**config.mk**
```make
export PLATFORM = sky130hd
export DESIGN_NAME = hpdpc_top
export DESIGN_NICKNAME = d
export VERILOG_FILES = /design/src/hpdpc_pkg.sv /design/src/hpdpc_map_if.sv /design/src/hpdpc_port_map.sv /design/src/hpdpc_top.sv
export SDC_FILE = /design/constraint.sdc
export NUM_CORES = 1
export LEC_CHECK = 0
export ABC_AREA = 1
export BUFFER_PORTS_ARGS = -buffer_cell sky130_fd_sc_hd__buf_2
export CAP_MARGIN = 20
export CORE_AREA = 4 4 174 92
export CTS_BUF_LIST = sky130_fd_sc_hd__clkbuf_8
export DETAILED_ROUTE_END_ITERATION = 8
export DIE_AREA = 0 0 178 96
export GPL_ROUTABILITY_DRIVEN = 0
export MAX_ROUTING_LAYER = met4
export PLACE_DENSITY = 0.65
export SETUP_SLACK_MARGIN = 0.5
export SLEW_MARGIN = 40
export SYNTH_ARGS = -nofsm -noshare
export SYNTH_HDL_FRONTEND = slang
export SYNTH_SLANG_ARGS = --single-unit
```
**constraint.sdc**
```tcl
create_clock -name clock_in -period 8.77 [get_ports clock_in]
set_clock_uncertainty 0.05 [all_clocks]
set_input_delay 2.1925 -clock clock_in [delete_from_list [all_inputs] [get_ports clock_in]]
set_output_delay 2.1925 -clock clock_in [all_outputs]
set_load 0.03 [all_outputs]
```
**src/hpdpc_pkg.sv**
```systemverilog
// What this block does
// - self-powered mask bits 7..1 set disable matching port; clear leaves it available
// - bus-powered mask bits 7..1 set disable matching port; clear leaves it available
// - bit zero of both masks always reads zero
// - masks act only with remap enable zero; disabled ports never offered
// - any pattern of disabled ports is accepted
// - report enabled-port count and renumber active ports contiguously
// - internal default option takes disables from plus/minus strap pins
// - self-powered current limit byte is VBUS draw in 2 mA units
// - bus-powered current limit byte is VBUS draw in 2 mA units
// - remap enable one selects remap mode for numbering and disabling
// - compound setting one declares the hub part of a compound device
package hpdpc_pkg;
    localparam int HPDPC_PORTS = 7;
    localparam logic [7:0] HPDPC_OFF_SP_MASK = 8'h0a;
    localparam logic [7:0] HPDPC_OFF_BP_MASK = 8'h0b;
    localparam logic [7:0] HPDPC_OFF_SP_LIMIT = 8'h0c;
    localparam logic [7:0] HPDPC_OFF_BP_LIMIT = 8'h0d;
    localparam logic [7:0] HPDPC_OFF_CTRL = 8'h10;
    localparam logic [7:0] HPDPC_OFF_STATUS = 8'h14;
    localparam logic [7:0] HPDPC_MASK_RSVD = 8'hfe;
    localparam logic [7:0] HPDPC_RST_MASK = 8'h00;
    localparam logic [7:0] HPDPC_RST_LIMIT = 8'h32;
    localparam int HPDPC_CTRL_REMAP = 0;
    localparam int HPDPC_CTRL_COMPOUND = 1;
    localparam int HPDPC_CTRL_DEFCFG = 2;
    localparam int HPDPC_CTRL_SELFPWR = 3;
    localparam logic [1:0] HPDPC_RESP_OKAY = 2'b00;
    localparam logic [1:0] HPDPC_RESP_SLVERR = 2'b10;
    localparam int HPDPC_MA_PER_UNIT = 2;
    localparam int HPDPC_SP_LIMIT_MA = 100;
    typedef logic [2:0] hpdpc_num_t;
endpackage

```
**src/hpdpc_map_if.sv**
```systemverilog
`timescale 1ns/1ps
`default_nettype none
interface hpdpc_map_if;
    logic [7:1] off_mask;
    logic [2:0] enabled_count;
    logic [2:0] logical_num [1:7];
    modport src (output off_mask, input enabled_count, input logical_num);
    modport calc (input off_mask, output enabled_count, output logical_num);
endinterface
`default_nettype wire

```
**src/hpdpc_port_map.sv**
```systemverilog
`timescale 1ns/1ps
`default_nettype none
module hpdpc_port_map
    import hpdpc_pkg::*;
(
    hpdpc_map_if.calc map // mask in, count and numbers out
);
    // running count of available ports gives contiguous numbering
    function automatic hpdpc_num_t count_below(input logic [7:1] m, input int p);
        hpdpc_num_t c;
        c = 3'h0;
        for (int i = 1; i <= HPDPC_PORTS; i++)
        begin
            if (i <= p && !m[i])
                c = c + 3'h1;
        end
        return c;
    endfunction

    assign map.enabled_count = count_below(map.off_mask, HPDPC_PORTS);
    for (genvar g = 1; g <= HPDPC_PORTS; g++)
    begin : g_num
        assign map.logical_num[g] = map.off_mask[g] ? 3'h0 : count_below(map.off_mask, g);
    end
endmodule
`default_nettype wire

```
**src/hpdpc_top.sv**
```systemverilog
// Local design decision: register access over AXI4-Lite.
`timescale 1ns/1ps
`default_nettype none
module hpdpc_top
    import hpdpc_pkg::*;
(
    input wire logic clock_in, // 20 MHz clock
    input wire logic arst_n_in, // async reset, active low
    input wire logic [7:0] s_axi_awaddr_in, // write address
    input wire logic s_axi_awvalid_in, // write address valid
    output logic s_axi_awready_out, // write address ready
    input wire logic [31:0] s_axi_wdata_in, // write data
    input wire logic [3:0] s_axi_wstrb_in, // write strobes
    input wire logic s_axi_wvalid_in, // write data valid
    output logic s_axi_wready_out, // write data ready
    output logic [1:0] s_axi_bresp_out, // write response
    output logic s_axi_bvalid_out, // write response valid
    input wire logic s_axi_bready_in, // write response ready
    input wire logic [7:0] s_axi_araddr_in, // read address
    input wire logic s_axi_arvalid_in, // read address valid
    output logic s_axi_arready_out, // read address ready
    output logic [31:0] s_axi_rdata_out, // read data
    output logic [1:0] s_axi_rresp_out, // read response
    output logic s_axi_rvalid_out, // read data valid
    input wire logic s_axi_rready_in, // read data ready
    input wire logic [7:1] port_off_strap_plus_in, // dp strap pins
    input wire logic [7:1] port_off_strap_minus_in, // dm strap pins
    output logic [7:1] port_disabled_out, // ports withheld from host
    output logic [2:0] port_count_out, // enabled ports reported
    output logic [20:0] port_number_out, // 3-bit logical number per port
    output logic remap_mode_out, // remap mode active
    output logic compound_out, // declare compound device
    output logic [7:0] current_limit_out, // active limit, 2 mA units
    output logic [9:0] current_ma_out // active limit in mA
);
    // ************************************************************
    // strap synchronisers
    // ************************************************************
    logic [13:0] strap_meta_reg;
    logic [13:0] strap_sync_reg;
    always_ff @(posedge clock_in or negedge arst_n_in)
    begin
        if (!arst_n_in)
        begin
            strap_meta_reg <= 14'h0000;
            strap_sync_reg <= 14'h0000;
        end
        else
        begin
            strap_meta_reg <= {port_off_strap_plus_in, port_off_strap_minus_in};
            strap_sync_reg <= strap_meta_reg;
        end
    end
    wire [7:1] strap_off = strap_sync_reg[13:7] | strap_sync_reg[6:0];

    // ************************************************************
    // registers
    // ************************************************************
    logic [7:0] sp_mask_reg;
    logic [7:0] bp_mask_reg;
    logic [7:0] sp_limit_reg;
    logic [7:0] bp_limit_reg;
    logic [3:0] ctrl_reg;
    logic aw_hold_reg;
    logic w_hold_reg;
    logic [7:0] aw_addr_reg;
    logic [31:0] w_data_reg;
    logic [3:0] w_strb_reg;
    logic bvalid_reg;
    logic [1:0] bresp_reg;
    logic rvalid_reg;
    logic [1:0] rresp_reg;
    logic [31:0] rdata_reg;

    // each register owns one aligned word: byte address is four times its index
    function automatic logic reg_hit(input logic [7:0] addr, input logic [7:0] idx);
        return addr == {idx[5:0], 2'b00};
    endfunction

    assign s_axi_awready_out = !aw_hold_reg && !bvalid_reg;
    assign s_axi_wready_out = !w_hold_reg && !bvalid_reg;
    assign s_axi_arready_out = !rvalid_reg;
    wire aw_take = s_axi_awvalid_in && s_axi_awready_out;
    wire w_take = s_axi_wvalid_in && s_axi_wready_out;
    wire aw_have = aw_hold_reg || aw_take;
    wire w_have = w_hold_reg || w_take;
    wire wr_fire = aw_have && w_have;
    wire [7:0] wr_addr = aw_hold_reg ? aw_addr_reg : s_axi_awaddr_in;
    wire [31:0] wr_data = w_hold_reg ? w_data_reg : s_axi_wdata_in;
    wire [3:0] wr_strb = w_hold_reg ? w_strb_reg : s_axi_wstrb_in;
    wire wr_lane0 = wr_fire && wr_strb[0];
    wire [7:0] wr_byte = wr_data[7:0];
    wire wr_sp_mask = reg_hit(wr_addr, HPDPC_OFF_SP_MASK);
    wire wr_bp_mask = reg_hit(wr_addr, HPDPC_OFF_BP_MASK);
    wire wr_sp_lim = reg_hit(wr_addr, HPDPC_OFF_SP_LIMIT);
    wire wr_bp_lim = reg_hit(wr_addr, HPDPC_OFF_BP_LIMIT);
    wire wr_ctrl = reg_hit(wr_addr, HPDPC_OFF_CTRL);
    wire wr_status = reg_hit(wr_addr, HPDPC_OFF_STATUS);
    wire wr_mapped = wr_sp_mask || wr_bp_mask || wr_sp_lim || wr_bp_lim || wr_ctrl || wr_status;

    always_ff @(posedge clock_in or negedge arst_n_in)
    begin
        if (!arst_n_in)
        begin
            aw_hold_reg <= 1'b0;
            w_hold_reg <= 1'b0;
            aw_addr_reg <= 8'h00;
            w_data_reg <= 32'h00000000;
            w_strb_reg <= 4'h0;
            bvalid_reg <= 1'b0;
            bresp_reg <= HPDPC_RESP_OKAY;
        end
        else
        begin
            if (aw_take)
                aw_addr_reg <= s_axi_awaddr_in;
            if (w_take)
            begin
                w_data_reg <= s_axi_wdata_in;
                w_strb_reg <= s_axi_wstrb_in;
            end
            aw_hold_reg <= aw_have && !wr_fire;
            w_hold_reg <= w_have && !wr_fire;
            if (wr_fire)
            begin
                bvalid_reg <= 1'b1;
                bresp_reg <= wr_mapped ? HPDPC_RESP_OKAY : HPDPC_RESP_SLVERR;
            end
            else if (s_axi_bready_in)
                bvalid_reg <= 1'b0;
        end
    end

    always_ff @(posedge clock_in or negedge arst_n_in)
    begin
        if (!arst_n_in)
        begin
            sp_mask_reg <= HPDPC_RST_MASK;
            bp_mask_reg <= HPDPC_RST_MASK;
            sp_limit_reg <= HPDPC_RST_LIMIT;
            bp_limit_reg <= HPDPC_RST_LIMIT;
            ctrl_reg <= 4'h0;
        end
        else if (wr_lane0)
        begin
            if (wr_sp_mask)
                sp_mask_reg <= wr_byte & HPDPC_MASK_RSVD;
            if (wr_bp_mask)
                bp_mask_reg <= wr_byte & HPDPC_MASK_RSVD;
            if (wr_sp_lim)
                sp_limit_reg <= wr_byte;
            if (wr_bp_lim)
                bp_limit_reg <= wr_byte;
            if (wr_ctrl)
                ctrl_reg <= wr_byte[3:0];
        end
    end

    // ************************************************************
    // port disable and numbering
    // ************************************************************
    wire remap_on = ctrl_reg[HPDPC_CTRL_REMAP];
    wire self_pwr = ctrl_reg[HPDPC_CTRL_SELFPWR];
    wire [7:1] sp_off = ctrl_reg[HPDPC_CTRL_DEFCFG] ? strap_off : sp_mask_reg[7:1];
    wire [7:1] bp_off = ctrl_reg[HPDPC_CTRL_DEFCFG] ? strap_off : bp_mask_reg[7:1];
    wire [7:1] mode_off = self_pwr ? sp_off : bp_off;
    wire [7:1] eff_off = remap_on ? 7'h00 : mode_off;

    hpdpc_map_if map_bus ();
    assign map_bus.off_mask = eff_off;
    hpdpc_port_map u_map (
        .map(map_bus)
    );

    wire [7:0] limit_sel = self_pwr ? sp_limit_reg : bp_limit_reg;
    logic [7:1] disabled_reg;
    logic [2:0] count_reg;
    logic [20:0] number_reg;
    logic [7:0] limit_reg;
    logic [9:0] ma_reg;
    logic [20:0] number_next;
    always_comb
    begin
        number_next = 21'h000000;
        for (int i = 1; i <= HPDPC_PORTS; i++)
            number_next[(i-1)*3 +: 3] = map_bus.logical_num[i];
    end

    always_ff @(posedge clock_in or negedge arst_n_in)
    begin
        if (!arst_n_in)
        begin
            disabled_reg <= 7'h00;
            count_reg <= 3'h0;
            number_reg <= 21'h000000;
            limit_reg <= 8'h00;
            ma_reg <= 10'h000;
        end
        else
        begin
            disabled_reg <= eff_off;
            count_reg <= map_bus.enabled_count;
            number_reg <= number_next;
            limit_reg <= limit_sel;
            ma_reg <= 10'(limit_sel * HPDPC_MA_PER_UNIT);
        end
    end
    assign port_disabled_out = disabled_reg;
    assign port_count_out = count_reg;
    assign port_number_out = number_reg;
    assign current_limit_out = limit_reg;
    assign current_ma_out = ma_reg;
    assign remap_mode_out = ctrl_reg[HPDPC_CTRL_REMAP];
    assign compound_out = ctrl_reg[HPDPC_CTRL_COMPOUND];

    // ************************************************************
    // read channel
    // ************************************************************
    wire [7:0] rd_addr = s_axi_araddr_in;
    wire [31:0] status_word = {17'h00000, map_bus.enabled_count, eff_off, 1'b0, remap_on, 3'h0};
    wire rd_sp_mask = reg_hit(rd_addr, HPDPC_OFF_SP_MASK);
    wire rd_bp_mask = reg_hit(rd_addr, HPDPC_OFF_BP_MASK);
    wire rd_sp_lim = reg_hit(rd_addr, HPDPC_OFF_SP_LIMIT);
    wire rd_bp_lim = reg_hit(rd_addr, HPDPC_OFF_BP_LIMIT);
    wire rd_ctrl = reg_hit(rd_addr, HPDPC_OFF_CTRL);
    wire rd_status = reg_hit(rd_addr, HPDPC_OFF_STATUS);
    wire rd_mapped = rd_sp_mask || rd_bp_mask || rd_sp_lim || rd_bp_lim || rd_ctrl || rd_status;
    wire [31:0] rd_word =
        rd_sp_mask ? {24'h000000, sp_mask_reg} :
        rd_bp_mask ? {24'h000000, bp_mask_reg} :
        rd_sp_lim ? {24'h000000, sp_limit_reg} :
        rd_bp_lim ? {24'h000000, bp_limit_reg} :
        rd_ctrl ? {28'h0000000, ctrl_reg} :
        rd_status ? status_word : 32'h00000000;
    wire rd_take = s_axi_arvalid_in && s_axi_arready_out;

    always_ff @(posedge clock_in or negedge arst_n_in)
    begin
        if (!arst_n_in)
        begin
            rvalid_reg <= 1'b0;
            rresp_reg <= HPDPC_RESP_OKAY;
            rdata_reg <= 32'h00000000;
        end
        else if (rd_take)
        begin
            rvalid_reg <= 1'b1;
            rresp_reg <= rd_mapped ? HPDPC_RESP_OKAY : HPDPC_RESP_SLVERR;
            rdata_reg <= rd_word;
        end
        else if (s_axi_rready_in)
            rvalid_reg <= 1'b0;
    end
    assign s_axi_bvalid_out = bvalid_reg;
    assign s_axi_bresp_out = bresp_reg;
    assign s_axi_rvalid_out = rvalid_reg;
    assign s_axi_rresp_out = rresp_reg;
    assign s_axi_rdata_out = rdata_reg;

    // ************************************************************
    // checks
    // ************************************************************
    a_mask_bit_zero: assert property (@(posedge clock_in) disable iff (!arst_n_in)
        !sp_mask_reg[0] && !bp_mask_reg[0]) else $error("mask bit zero set");
    a_remap_no_disable: assert property (@(posedge clock_in) disable iff (!arst_n_in)
        remap_on |=> port_disabled_out == 7'h00) else $error("port disabled in remap mode");
    a_sp_mask_apply: assert property (@(posedge clock_in) disable iff (!arst_n_in)
        (!remap_on && self_pwr && !ctrl_reg[HPDPC_CTRL_DEFCFG]) |=> port_disabled_out == $past(sp_mask_reg[7:1]))
        else $error("self-powered mask not applied");
    a_bp_mask_apply: assert property (@(posedge clock_in) disable iff (!arst_n_in)
        (!remap_on && !self_pwr && !ctrl_reg[HPDPC_CTRL_DEFCFG]) |=> port_disabled_out == $past(bp_mask_reg[7:1]))
        else $error("bus-powered mask not applied");
    a_strap_apply: assert property (@(posedge clock_in) disable iff (!arst_n_in)
        (!remap_on && ctrl_reg[HPDPC_CTRL_DEFCFG]) |=> port_disabled_out == $past(strap_off))
        else $error("strap disables not applied");
    a_count_match: assert property (@(posedge clock_in) disable iff (!arst_n_in)
        arst_n_in |=> port_count_out == 3'(HPDPC_PORTS - $countones($past(eff_off))))
        else $error("enabled port count wrong");
    a_limit_ma: assert property (@(posedge clock_in) disable iff (!arst_n_in)
        current_ma_out == {1'b0, current_limit_out, 1'b0}) else $error("mA scaling wrong");
    a_bresp_once: assert property (@(posedge clock_in) disable iff (!arst_n_in)
        wr_fire |=> s_axi_bvalid_out) else $error("write response missing");
    a_rd_answer: assert property (@(posedge clock_in) disable iff (!arst_n_in)
        rd_take |=> s_axi_rvalid_out && s_axi_rdata_out == $past(rd_word)) else $error("read answer wrong");
    a_remap_count: assert property (@(posedge clock_in) disable iff (!arst_n_in)
        remap_on
        |=> port_count_out == 3'(HPDPC_PORTS))
        else $error("remap mode hides ports");
    a_sp_limit_sel: assert property (@(posedge clock_in) disable iff (!arst_n_in)
        arst_n_in && self_pwr
        |=> current_limit_out == $past(sp_limit_reg))
        else $error("self-powered limit not reported");
    a_bp_limit_sel: assert property (@(posedge clock_in) disable iff (!arst_n_in)
        arst_n_in && !self_pwr
        |=> current_limit_out == $past(bp_limit_reg))
        else $error("bus-powered limit not reported");
    a_ctrl_write: assert property (@(posedge clock_in) disable iff (!arst_n_in)
        wr_lane0 && wr_ctrl
        |=> ctrl_reg == $past(wr_byte[3:0]))
        else $error("control write lost");
    a_regs_steady: assert property (@(posedge clock_in) disable iff (!arst_n_in)
        !wr_lane0
        |=> $stable(sp_mask_reg) && $stable(bp_mask_reg) && $stable(sp_limit_reg) && $stable(bp_limit_reg))
        else $error("register changed without a write");

    // ************************************************************
    // bus checks
    // ************************************************************
    a_wr_refused: assert property (@(posedge clock_in) disable iff (!arst_n_in)
        s_axi_bvalid_out
        |-> !s_axi_awready_out && !s_axi_wready_out)
        else $error("write offered while response pending");
    a_rd_refused: assert property (@(posedge clock_in) disable iff (!arst_n_in)
        s_axi_rvalid_out
        |-> !s_axi_arready_out)
        else $error("read offered while data pending");
    a_wr_okay: assert property (@(posedge clock_in) disable iff (!arst_n_in)
        wr_fire && wr_mapped
        |=> s_axi_bresp_out == HPDPC_RESP_OKAY)
        else $error("mapped write refused");
    a_wr_unmapped: assert property (@(posedge clock_in) disable iff (!arst_n_in)
        wr_fire && !wr_mapped
        |=> s_axi_bresp_out == HPDPC_RESP_SLVERR)
        else $error("unmapped write accepted");
    a_rd_okay: assert property (@(posedge clock_in) disable iff (!arst_n_in)
        rd_take && rd_mapped
        |=> s_axi_rresp_out == HPDPC_RESP_OKAY)
        else $error("mapped read refused");
    a_rd_unmapped: assert property (@(posedge clock_in) disable iff (!arst_n_in)
        rd_take && !rd_mapped
        |=> s_axi_rresp_out == HPDPC_RESP_SLVERR && s_axi_rdata_out == 32'h00000000)
        else $error("unmapped read accepted");

    // ************************************************************
    // per-port numbering checks
    // ************************************************************
    for (genvar p = 1; p <= HPDPC_PORTS; p++)
    begin : g_port_chk
        a_off_unnumbered: assert property (@(posedge clock_in) disable iff (!arst_n_in)
            port_disabled_out[p]
            |-> port_number_out[(p-1)*3 +: 3] == 3'h0)
            else $error("disabled port given a number");
        a_on_numbered: assert property (@(posedge clock_in) disable iff (!arst_n_in)
            $past(arst_n_in) && !port_disabled_out[p]
            |-> port_number_out[(p-1)*3 +: 3] != 3'h0 && port_number_out[(p-1)*3 +: 3] <= port_count_out)
            else $error("enabled port number out of range");
    end
endmodule
`default_nettype wire

```
==> results of run 1 <==
==> metrics by stage <==
| stage | area, um^2 | std cells | power (uW) |
|---|---|---|---|
| detailed placement | 6550 | 905 | 1340 |
| finish | 7030 | 938 | 1910 |
| global placement | 6550 | 905 | 1330 |
| global route | 7030 | 938 | 2040 |
| floorplan | 6030 | 638 | 1210 |
| CTS | 7000 | 937 | 1930 |
==> kinds of logic after synthesis <==
group	after synthesis	share of synthesized area [%]
AND/OR/NAND/NOR	238	18.2
flip-flops	136	57.4
buffers and inverters	118	9.98
multiplexers	13	2.29
other	1	0.0631
adder cells (fa/ha/maj)	10	2.10
AO/OA/AOI/OAI	99	10.0
==> critical path, delay by kind of cell, from the launching register on <==
kind | cells | cell delay (ns)
fa+ha+maj | 6 | 1.53
flops | 1 | 0.86
simple gates | 6 | 0.78
buf+inv | 7 | 0.51
compound gates | 4 | 0.40
==> per-layer routing <==
metal	GRT usage [%]	up-vias	part of all wire (%)
met5	-	-	0
met2	24.5	122	45
li1	-	2143	-
met4	5.21	0	0.99
met3	3.53	8	6.4
met1	22.2	1998	47
==> cells in the mapped netlist, drive strengths merged, types with 2 or more instances <==
master  instances  area, um^2
a211oi          2        15.0
a21oi           7        35.0
a221oi          4        35.0
a22oi           2        15.0
a311oi          2        30.0
a31oi           2        27.5
buf            41         299
clkbuf          5        18.8
dfrtp         130        3250
dfstp           6         158
ha             10         125
inv            71         272
mux2            5        56.3
mux2i           8        80.1
nand2         156         611
nand3          23         135
nand4           2        12.5
nor2           49         267
nor3            5        30.0
o211ai          3        22.5
o21ai          73         380
or2             2        12.5
==> power by group through the flow <==
| stage | Clock (uW) | Sequential (uW) | Combinational (uW) |
|---|---|---|---|
| floorplan | 0 | 851 | 354 |
| global placement | 0 | 792 | 536 |
| detailed placement | 0 | 795 | 542 |
| CTS | 605 | 783 | 545 |
| global route | 637 | 795 | 607 |
| finish | 588 | 782 | 539 |
==> worst max-delay path by stage <==
| stage | from | end | cells after the start |
|---|---|---|---|
| global placement | ctrl_reg[3] | s_axi_rdata_out[13] | 23 |
| finish | ctrl_reg[3] | s_axi_rdata_out[13] | 23 |
| floorplan | ctrl_reg[0] | s_axi_rdata_out[13] | 22 |
| CTS | ctrl_reg[3] | s_axi_rdata_out[13] | 23 |
| detailed placement | ctrl_reg[3] | s_axi_rdata_out[13] | 23 |
| global route | ctrl_reg[3] | s_axi_rdata_out[14] | 26 |
==> area by class of cell <==
cell class	instances	area, um^2	area share, %
Clock buffer	17	234	3.33
Clock inverter	15	223	3.17
Inverter	72	275	3.91
Tap cell	198	248	3.52
Sequential cell	136	3410	48.5
Multi-Input combinational cell	384	2030	28.8
Timing Repair Buffer	116	614	8.74
==> impl_metrics.json, run 1 <==
{
  "maxCapViolCount": 0,
  "postCtsSetupRepairBufs": 0,
  "wirelength_um": 12600,
  "rsz0062_at_grt": "false",
  "netlist_instances": 615,
  "drive_gt1_share_pct": 27.3,
  "regMostFlops": "port_number_out",
  "crit_type": "flip-flop to flip-flop",
  "ys_seq_area_share_pct": 57.4,
  "grt_overflow": 0,
  "clock-sinks": 136,
  "insertedDiodeCount": 0,
  "reg2reg_from": "ctrl_reg[3]",
  "drt_iter0_markers": 250,
  "drc": 0,
  "crit_fanout": 22,
  "rrSetupSlack_ns": 4.53,
  "post_cts_resized": 0,
  "finalWorstSetupSlack_ns": 4.53,
  "switchingPower_uw": 671,
  "vias": 4271,
  "cts.path.max_buffers": 2,
  "powerDensity_nw_per_um2": 271,
  "tightest_slew_ns": 0.791,
  "p_seq_share_pct": 41.0,
  "ys_types": 44,
  "grt_start_max_net_pins": 79,
  "grt_usage_pct": 16.2,
  "worstReg2RegEnd": "s_axi_rdata_out[13]",
  "grt_pass1_wl_um": 20900,
  "ys.flop_type": "dfrtp_1",
  "area_delta_synth_final_pct": 18.3,
  "clk_root_buffer_cell": "clkbuf_8",
  "ys.warnings.count": 0,
  "final_util_pct": 49.1,
  "dp_slack_ns": 4.48,
  "rows": 31,
  "first_global_vias": 4093,
  "fin_crit_sh_pct": 48.3,
  "io-pin-count": 165,
  "reg2reg_depth": 23,
  "min_from": "strap_meta_reg[13]",
  "dieArea_um2": 17100,
  "largest_reg_flops": 18,
  "layout_commonest_cell": "nand2_1",
  "final_nets": 810,
  "hold_depth": 0,
  "cp_slowest_stage_delay_ns": 0.86,
  "setup_violations": 0,
  "finalMaxSlewViolations": 0,
  "synthArstFlopShare_pct": 100,
  "cellLeakagePower_uw": 0.00358,
  "ys_seq_elements": 136,
  "cts.htree.levels": 4,
  "whs_ns": 0.293,
  "crit_chain": "nand2_1 -> nand2_2 -> nor2_4 -> nor2_4 -> ha_1 -> inv_1 -> ha_1 -> inv_1 -> ha_1 -> inv_1 -> o21ai_2 -> ha_1 -> inv_1 -> o21ai_2 -> ha_1 -> inv_1 -> nor2_1 -> clkinv_1 -> nand2_1 -> ha_1 -> inv_1 -> o21ai_2 -> a22o_1",
  "comb_power_share_pct": 28.2,
  "core_area_um2": 14300,
  "start_util_pct": 41.5,
  "synth_edf_count": 0,
  "insertion_delay_ns": 0.44,
  "required_ns": 9.06,
  "syn-cell-area_um2": 5940,
  "avgSynthCellArea_um2": 9.67,
  "die_w_um": 178,
  "fin_crit_ns": 4.24,
  "viasPerCell": 4.55,
  "whs_endpoint": "strap_sync_reg[13]",
  "chipHeight_um": 96,
  "cts_tree": "built",
  "dp_hpwl_um": 9220,
  "holdCritPathClass": "flip-flop to flip-flop",
  "swShare_pct": 35.2,
  "arrival_ns": 4.52,
  "fillers": 1369,
  "wire_per_inst_um": 13.5,
  "antenna_found_initial": 0,
  "status": "completed",
  "hold_viol": 0,
  "fmax_mhz": 236,
  "clkPwrFrac_pct": 30.8,
  "clkTransAtPathRegs_ns": 0.09,
  "ant_nets": 0,
  "critPathCaptureType": "flip-flop",
  "numCtsBuffers": 17,
  "cts.hold.buffers_added": 0,
  "slew-limit-headroom_pct": 47.2,
  "start_kind": "flip-flop",
  "p_int_uw": 1240,
  "dr.pass1.iters": 5,
  "final_cell_mix": "146 x nand2_1, 130 x dfrtp_1, 112 x buf_2",
  "crit_slowest_cell": "dfrtp_1",
  "max-vdd-ir-drop_mv": 0.138,
  "finalSetupTns_ns": 0,
  "numPortBuffers": 113
}
Note: power is estimated with default switching activity, not from simulation.
==> inputs of run 2 (changes only) <==
- clock period: 8.77 -> 3.9 ns (I/O delays scaled with it)
==> impl_metrics.json, run 2 (synthesis results as in run 1) <==
{
  "use_met3_pct": 4.51,
  "finalMaxSlewViolations": 0,
  "comb_power_share_pct": 32.2,
  "core_area_um2": 14300,
  "crit_fanout": 6,
  "drc": 0,
  "clk_root_buffer_cell": "clkbuf_8",
  "final_nets": 835,
  "io-pin-count": 165,
  "required_ns": 4.17,
  "fmax_mhz": 293,
  "layout_commonest_cell": "nand2_1",
  "gr-max-usage-layer": "met2",
  "cellLeakagePower_uw": 0.00370,
  "holdCritPathClass": "flip-flop to flip-flop",
  "use_met1_pct": 22.4,
  "insertion_delay_ns": 0.43,
  "wirelength_um": 13300,
  "switchingPower_uw": 1590,
  "max-vdd-ir-drop_mv": 0.356,
  "fin_crit_sh_pct": 87.5,
  "rows": 31,
  "maxCapViolCount": 0,
  "clkPwrFrac_pct": 28.6,
  "p_int_uw": 2900,
  "critPathCaptureType": "flip-flop",
  "reg2reg_from": "ctrl_reg[2]",
  "finalSetupTns_ns": 0,
  "grt_usage_pct": 16.9,
  "final_cell_mix": "140 x nand2_1, 127 x dfrtp_1, 112 x buf_2",
  "numPortBuffers": 113,
  "cts.htree.levels": 4,
  "powerDensity_nw_per_um2": 613,
  "status": "completed",
  "p_seq_share_pct": 39.2,
  "grtUsageMet2_pct": 25.7,
  "area_delta_synth_final_pct": 23.3,
  "reg2reg_depth": 23,
  "vias": 4495,
  "power_uw": 4490,
  "tightest_slew_ns": 0.728,
  "numCtsBuffers": 17,
  "fin_crit_ns": 3.41,
  "swShare_pct": 35.3,
  "whs_ns": 0.291,
  "hold_depth": 0,
  "slew-limit-headroom_pct": 51.5,
  "regMostFlops": "port_number_out",
  "grt_overflow": 0,
  "final_util_pct": 51.2,
  "grt_start_max_net_pins": 91,
  "start_util_pct": 41.5,
  "cts.hold.buffers_added": 0,
  "cts_tree": "built",
  "rsz0062_at_grt": "true",
  "die_w_um": 178,
  "start_kind": "flip-flop",
  "viasPerCell": 4.66,
  "arrival_ns": 3.68,
  "dieArea_um2": 17100,
  "grt_pass1_wl_um": 21600,
  "rrSetupSlack_ns": 0.49,
  "drive_gt1_share_pct": 32.7,
  "min_from": "strap_meta_reg[4]",
  "cts.path.max_buffers": 2,
  "ant_nets": 0,
  "worstReg2RegEnd": "s_axi_rdata_out[13]",
  "first_global_vias": 4374,
  "dp_hpwl_um": 9700,
  "finalWorstSetupSlack_ns": 0.486,
  "drt_iter0_markers": 211,
  "largest_reg_flops": 18,
  "crit_type": "flip-flop to flip-flop",
  "wire_per_inst_um": 13.8,
  "whs_endpoint": "strap_sync_reg[4]",
  "dr.pass1.iters": 6,
  "dp_slack_ns": 0.181,
  "clkTransAtPathRegs_ns": 0.09,
  "clock-sinks": 136,
  "chipHeight_um": 96,
  "hold_viol": 0,
  "setup_violations": 0,
  "antenna_found_initial": 2
}
run 2: cell types whose count changed in the layout (fill, tap and decap cells not counted), moves of 4 or more:
| cell | change |
|---|---|
| inv_6 | -4 |
| ha_4 | +4 |
| inv_2 | +5 |
| nand2_1 | -6 |
| buf_4 | +24 |
| ha_1 | -4 |
| clkbuf_8 | +7 |
| inv_1 | -7 |
run 2: area by class of cell:
cell class | instances | area (um^2)
clock inverters | 9 | 138
well taps | 198 | 248
flip-flops and latches | 136 | 3410
inverters | 72 | 285
repair buffers | 141 | 792
multi-input cells | 384 | 2130
fillers | 1313 | 6980
clock buffers | 23 | 317
diodes | 2 | 5.00
run 2: what timing repair did:
item | CTS | global route
resized for setup | 13 | 5
endpoints found under the setup margin | 6 | 6
pin swaps | 12 | 11
buffers inserted | 16 | 4
run 2: power groups by stage:
stage          clock (uW)  combinational (uW)  sequential [uW]
6_report             1290                1440             1760
5_1_grt              1380                1610             1780
4_1_cts              1310                1410             1760
3_5_place_dp            0                1270             1790
3_3_place_gp            0                1240             1780
2_1_floorplan           0                 829             1910
run 2: through the flow:
stage	instances	instance area, um^2
after floorplan	638	6100
after CTS	959	7280
after detailed placement	911	6660
after global routing	965	7330
after global placement	911	6660
final	965	7330
run 2: layer usage:
layer / up-vias / share of wire, % / wire [um]
li1: 2197 / - / -
met1: 2145 / 48 / 6320
met2: 139 / 45 / 5950
met3: 14 / 6.6 / 884
met4: 0 / 1.1 / 148
met5: - / 0 / 0
run 2: worst max-delay path: stages (launching register included):
cell and delay, ns:
dfrtp_2 0.49, inv_8 0.09, nand2_4 0.05, nor2_4 0.11, nor2_4 0.05, ha_4 0.26
inv_4 0.04, ha_4 0.27, inv_4 0.03, ha_4 0.24, inv_2 0.03, o21ai_2 0.13
ha_1 0.26, inv_2 0.07, o21ai_2 0.06, ha_1 0.30, inv_2 0.07, nor2_4 0.04
inv_4 0.08, nand2_4 0.05, ha_4 0.21, inv_2 0.06, o21ai_2 0.05, a22o_1 0.21
run 2: worst max-delay path by stage:
stage / startpoint / to / cells after the start
6_report: ctrl_reg[2] / s_axi_rdata_out[13] / 23
5_1_grt: ctrl_reg[2] / s_axi_rdata_out[14] / 26
4_1_cts: ctrl_reg[2] / s_axi_rdata_out[13] / 23
3_5_place_dp: ctrl_reg[3] / s_axi_rdata_out[14] / 25
3_3_place_gp: ctrl_reg[2] / s_axi_rdata_out[13] / 23
2_1_floorplan: ctrl_reg[0] / s_axi_rdata_out[13] / 22
==> inputs of run 3 (changes only) <==
- CORE_AREA: 4 4 174 92 -> 2 2 172 90
- CTS_BUF_LIST: sky130_fd_sc_hd__clkbuf_8 -> sky130_fd_sc_hd__clkbuf_16
- DIE_AREA: 0 0 178 96 -> 0 0 174 92
==> impl_metrics.json, run 3 (synthesis results as in run 1) <==
{
  "whs_ns": 0.300,
  "cts_tree": "built",
  "antenna_found_initial": 1,
  "rows": 32,
  "final_util_pct": 51.7,
  "core_area_um2": 14700,
  "largest_reg_flops": 18,
  "multi_input_comb_area_um2": 2190,
  "max-vdd-ir-drop_mv": 0.313,
  "drive_gt1_share_pct": 33.7,
  "grt_overflow": 0,
  "cts.htree.levels": 4,
  "min_from": "strap_meta_reg[11]",
  "final_cell_count_no_fill": 974,
  "numPortBuffers": 113,
  "slew-limit-headroom_pct": 55.4,
  "wirelength_um": 14900,
  "layout_commonest_cell": "nand2_1",
  "fin_crit_ns": 3.49,
  "die_w_um": 174,
  "cellLeakagePower_uw": 0.00382,
  "numCtsBuffers": 17,
  "powerDensity_nw_per_um2": 666,
  "cts.path.max_buffers": 2,
  "first_global_vias": 4598,
  "maxCapViolCount": 0,
  "grt_start_max_net_pins": 93,
  "insertion_delay_ns": 0.42,
  "fmax_mhz": 286,
  "power_uw": 5080,
  "clock-sinks": 136,
  "dp_hpwl_um": 10700,
  "cp_slowest_stage_delay_ns": 0.50,
  "io-pin-count": 165,
  "drt_iter0_markers": 325,
  "area_delta_synth_final_pct": 28.3,
  "arrival_ns": 3.75,
  "crit_start": "ctrl_reg[2]",
  "start_kind": "flip-flop",
  "ant_nets": 0,
  "fillers": 1325,
  "dr.pass1.iters": 5,
  "hold_viol": 0,
  "cp_top_family": "adder cells",
  "start_util_pct": 40.3,
  "seq_area_um2": 3410,
  "holdCritPathClass": "flip-flop to flip-flop",
  "chipHeight_um": 92,
  "finalMaxSlewViolations": 0,
  "final_nets": 839,
  "fin_crit_sh_pct": 89.6,
  "crit_slowest_cell": "dfrtp_2",
  "cts.hold.buffers_added": 0,
  "clkTransAtPathRegs_ns": 0.07,
  "grt_usage_pct": 20.1,
  "critPathBufInv": 10,
  "crit_type": "flip-flop to flip-flop",
  "drc": 0,
  "finalSetupTns_ns": 0,
  "critPathCaptureType": "flip-flop",
  "wire_per_inst_um": 15.3,
  "crit_fanout": 7,
  "grt_pass1_wl_um": 23800,
  "placed_cells": 916,
  "setup_violations": 0,
  "status": "completed",
  "regMostFlops": "port_number_out",
  "viasPerCell": 4.78,
  "required_ns": 4.16,
  "dieArea_um2": 16000,
  "vias": 4654,
  "tightest_slew_ns": 0.666,
  "reg2reg_from": "ctrl_reg[2]",
  "clk_root_buffer_cell": "clkbuf_16",
  "rsz0062_at_grt": "true",
  "final_cell_mix": "140 x nand2_1, 127 x dfrtp_1, 112 x buf_2"
}
[run 3: path summary, 6_finish.rpt]
path	endpoint	slack, ns	cells past startpoint
min in group asynchronous	current_ma_out[4]	0.39	1
max in group asynchronous	ctrl_reg[2]	2.54	3
setup / recovery	s_axi_rdata_out[13]	0.41	25
hold reg to reg	strap_sync_reg[11]	0.30	0
setup reg to reg	s_axi_rdata_out[13]	0.41	25
hold / removal	strap_sync_reg[11]	0.30	0
[run 3: timing repair]
action                     in CTS  in global routing
cloned                          0                  0
gates resized for setup        11                 15
pin swaps                      16                 14
buffers inserted               18                  6
hold endpoints to repair        0                  0
setup endpoints to repair       6                  6
[run 3: worst reg2reg max path: stages (launching register included)]
cell,delay [ns]
dfrtp_2,0.50
inv_8,0.11
nand2_4,0.05
nor2_4,0.13
nor2_4,0.06
ha_4,0.27
inv_4,0.04
ha_4,0.27
inv_2,0.04
ha_4,0.26
inv_4,0.04
o21ai_4,0.16
buf_4,0.14
buf_4,0.10
nand2_2,0.05
o21ai_4,0.09
ha_4,0.24
inv_4,0.05
nor2_4,0.03
inv_2,0.08
nand2_4,0.05
buf_4,0.13
buf_4,0.12
nand2_1,0.06
o21ai_2,0.07
a22o_1,0.20
[run 3: power by group]
| part | total [uW] | switching (uW) | internal (uW) |
|---|---|---|---|
| Sequential | 1760 | 129 | 1630 |
| Clock | 1680 | 692 | 984 |
| Combinational | 1640 | 1020 | 619 |
[run 3: area by class of cell]
type                    instances  share of cell area, %
flip-flops and latches        136                   44.8
well taps                     204                   3.35
clock inverters                15                   2.58
multi-input cells             384                   28.7
repair buffers                145                   11.2
diodes                          1                 0.0328
inverters                      72                   3.77
clock buffers                  17                   5.58
[run 3: through the flow]
stage                     cell area [um^2]  setup slack, ns
final                                 7620            0.407
after global routing                  7620            0.289
after CTS                             7480            0.389
after detailed placement              6680            0.152
after global placement                6680            0.197
after floorplan                       6100            0.472
[run 3: per-layer routing]
layer / share of wire (%) / GRT usage [%] / up-vias
li1: - / - / 2203
met1: 48 / 28.1 / 2293
met2: 44 / 28.6 / 140
met3: 6.9 / 5.35 / 18
met4: 1.4 / 6.30 / 0
met5: 0 / - / -
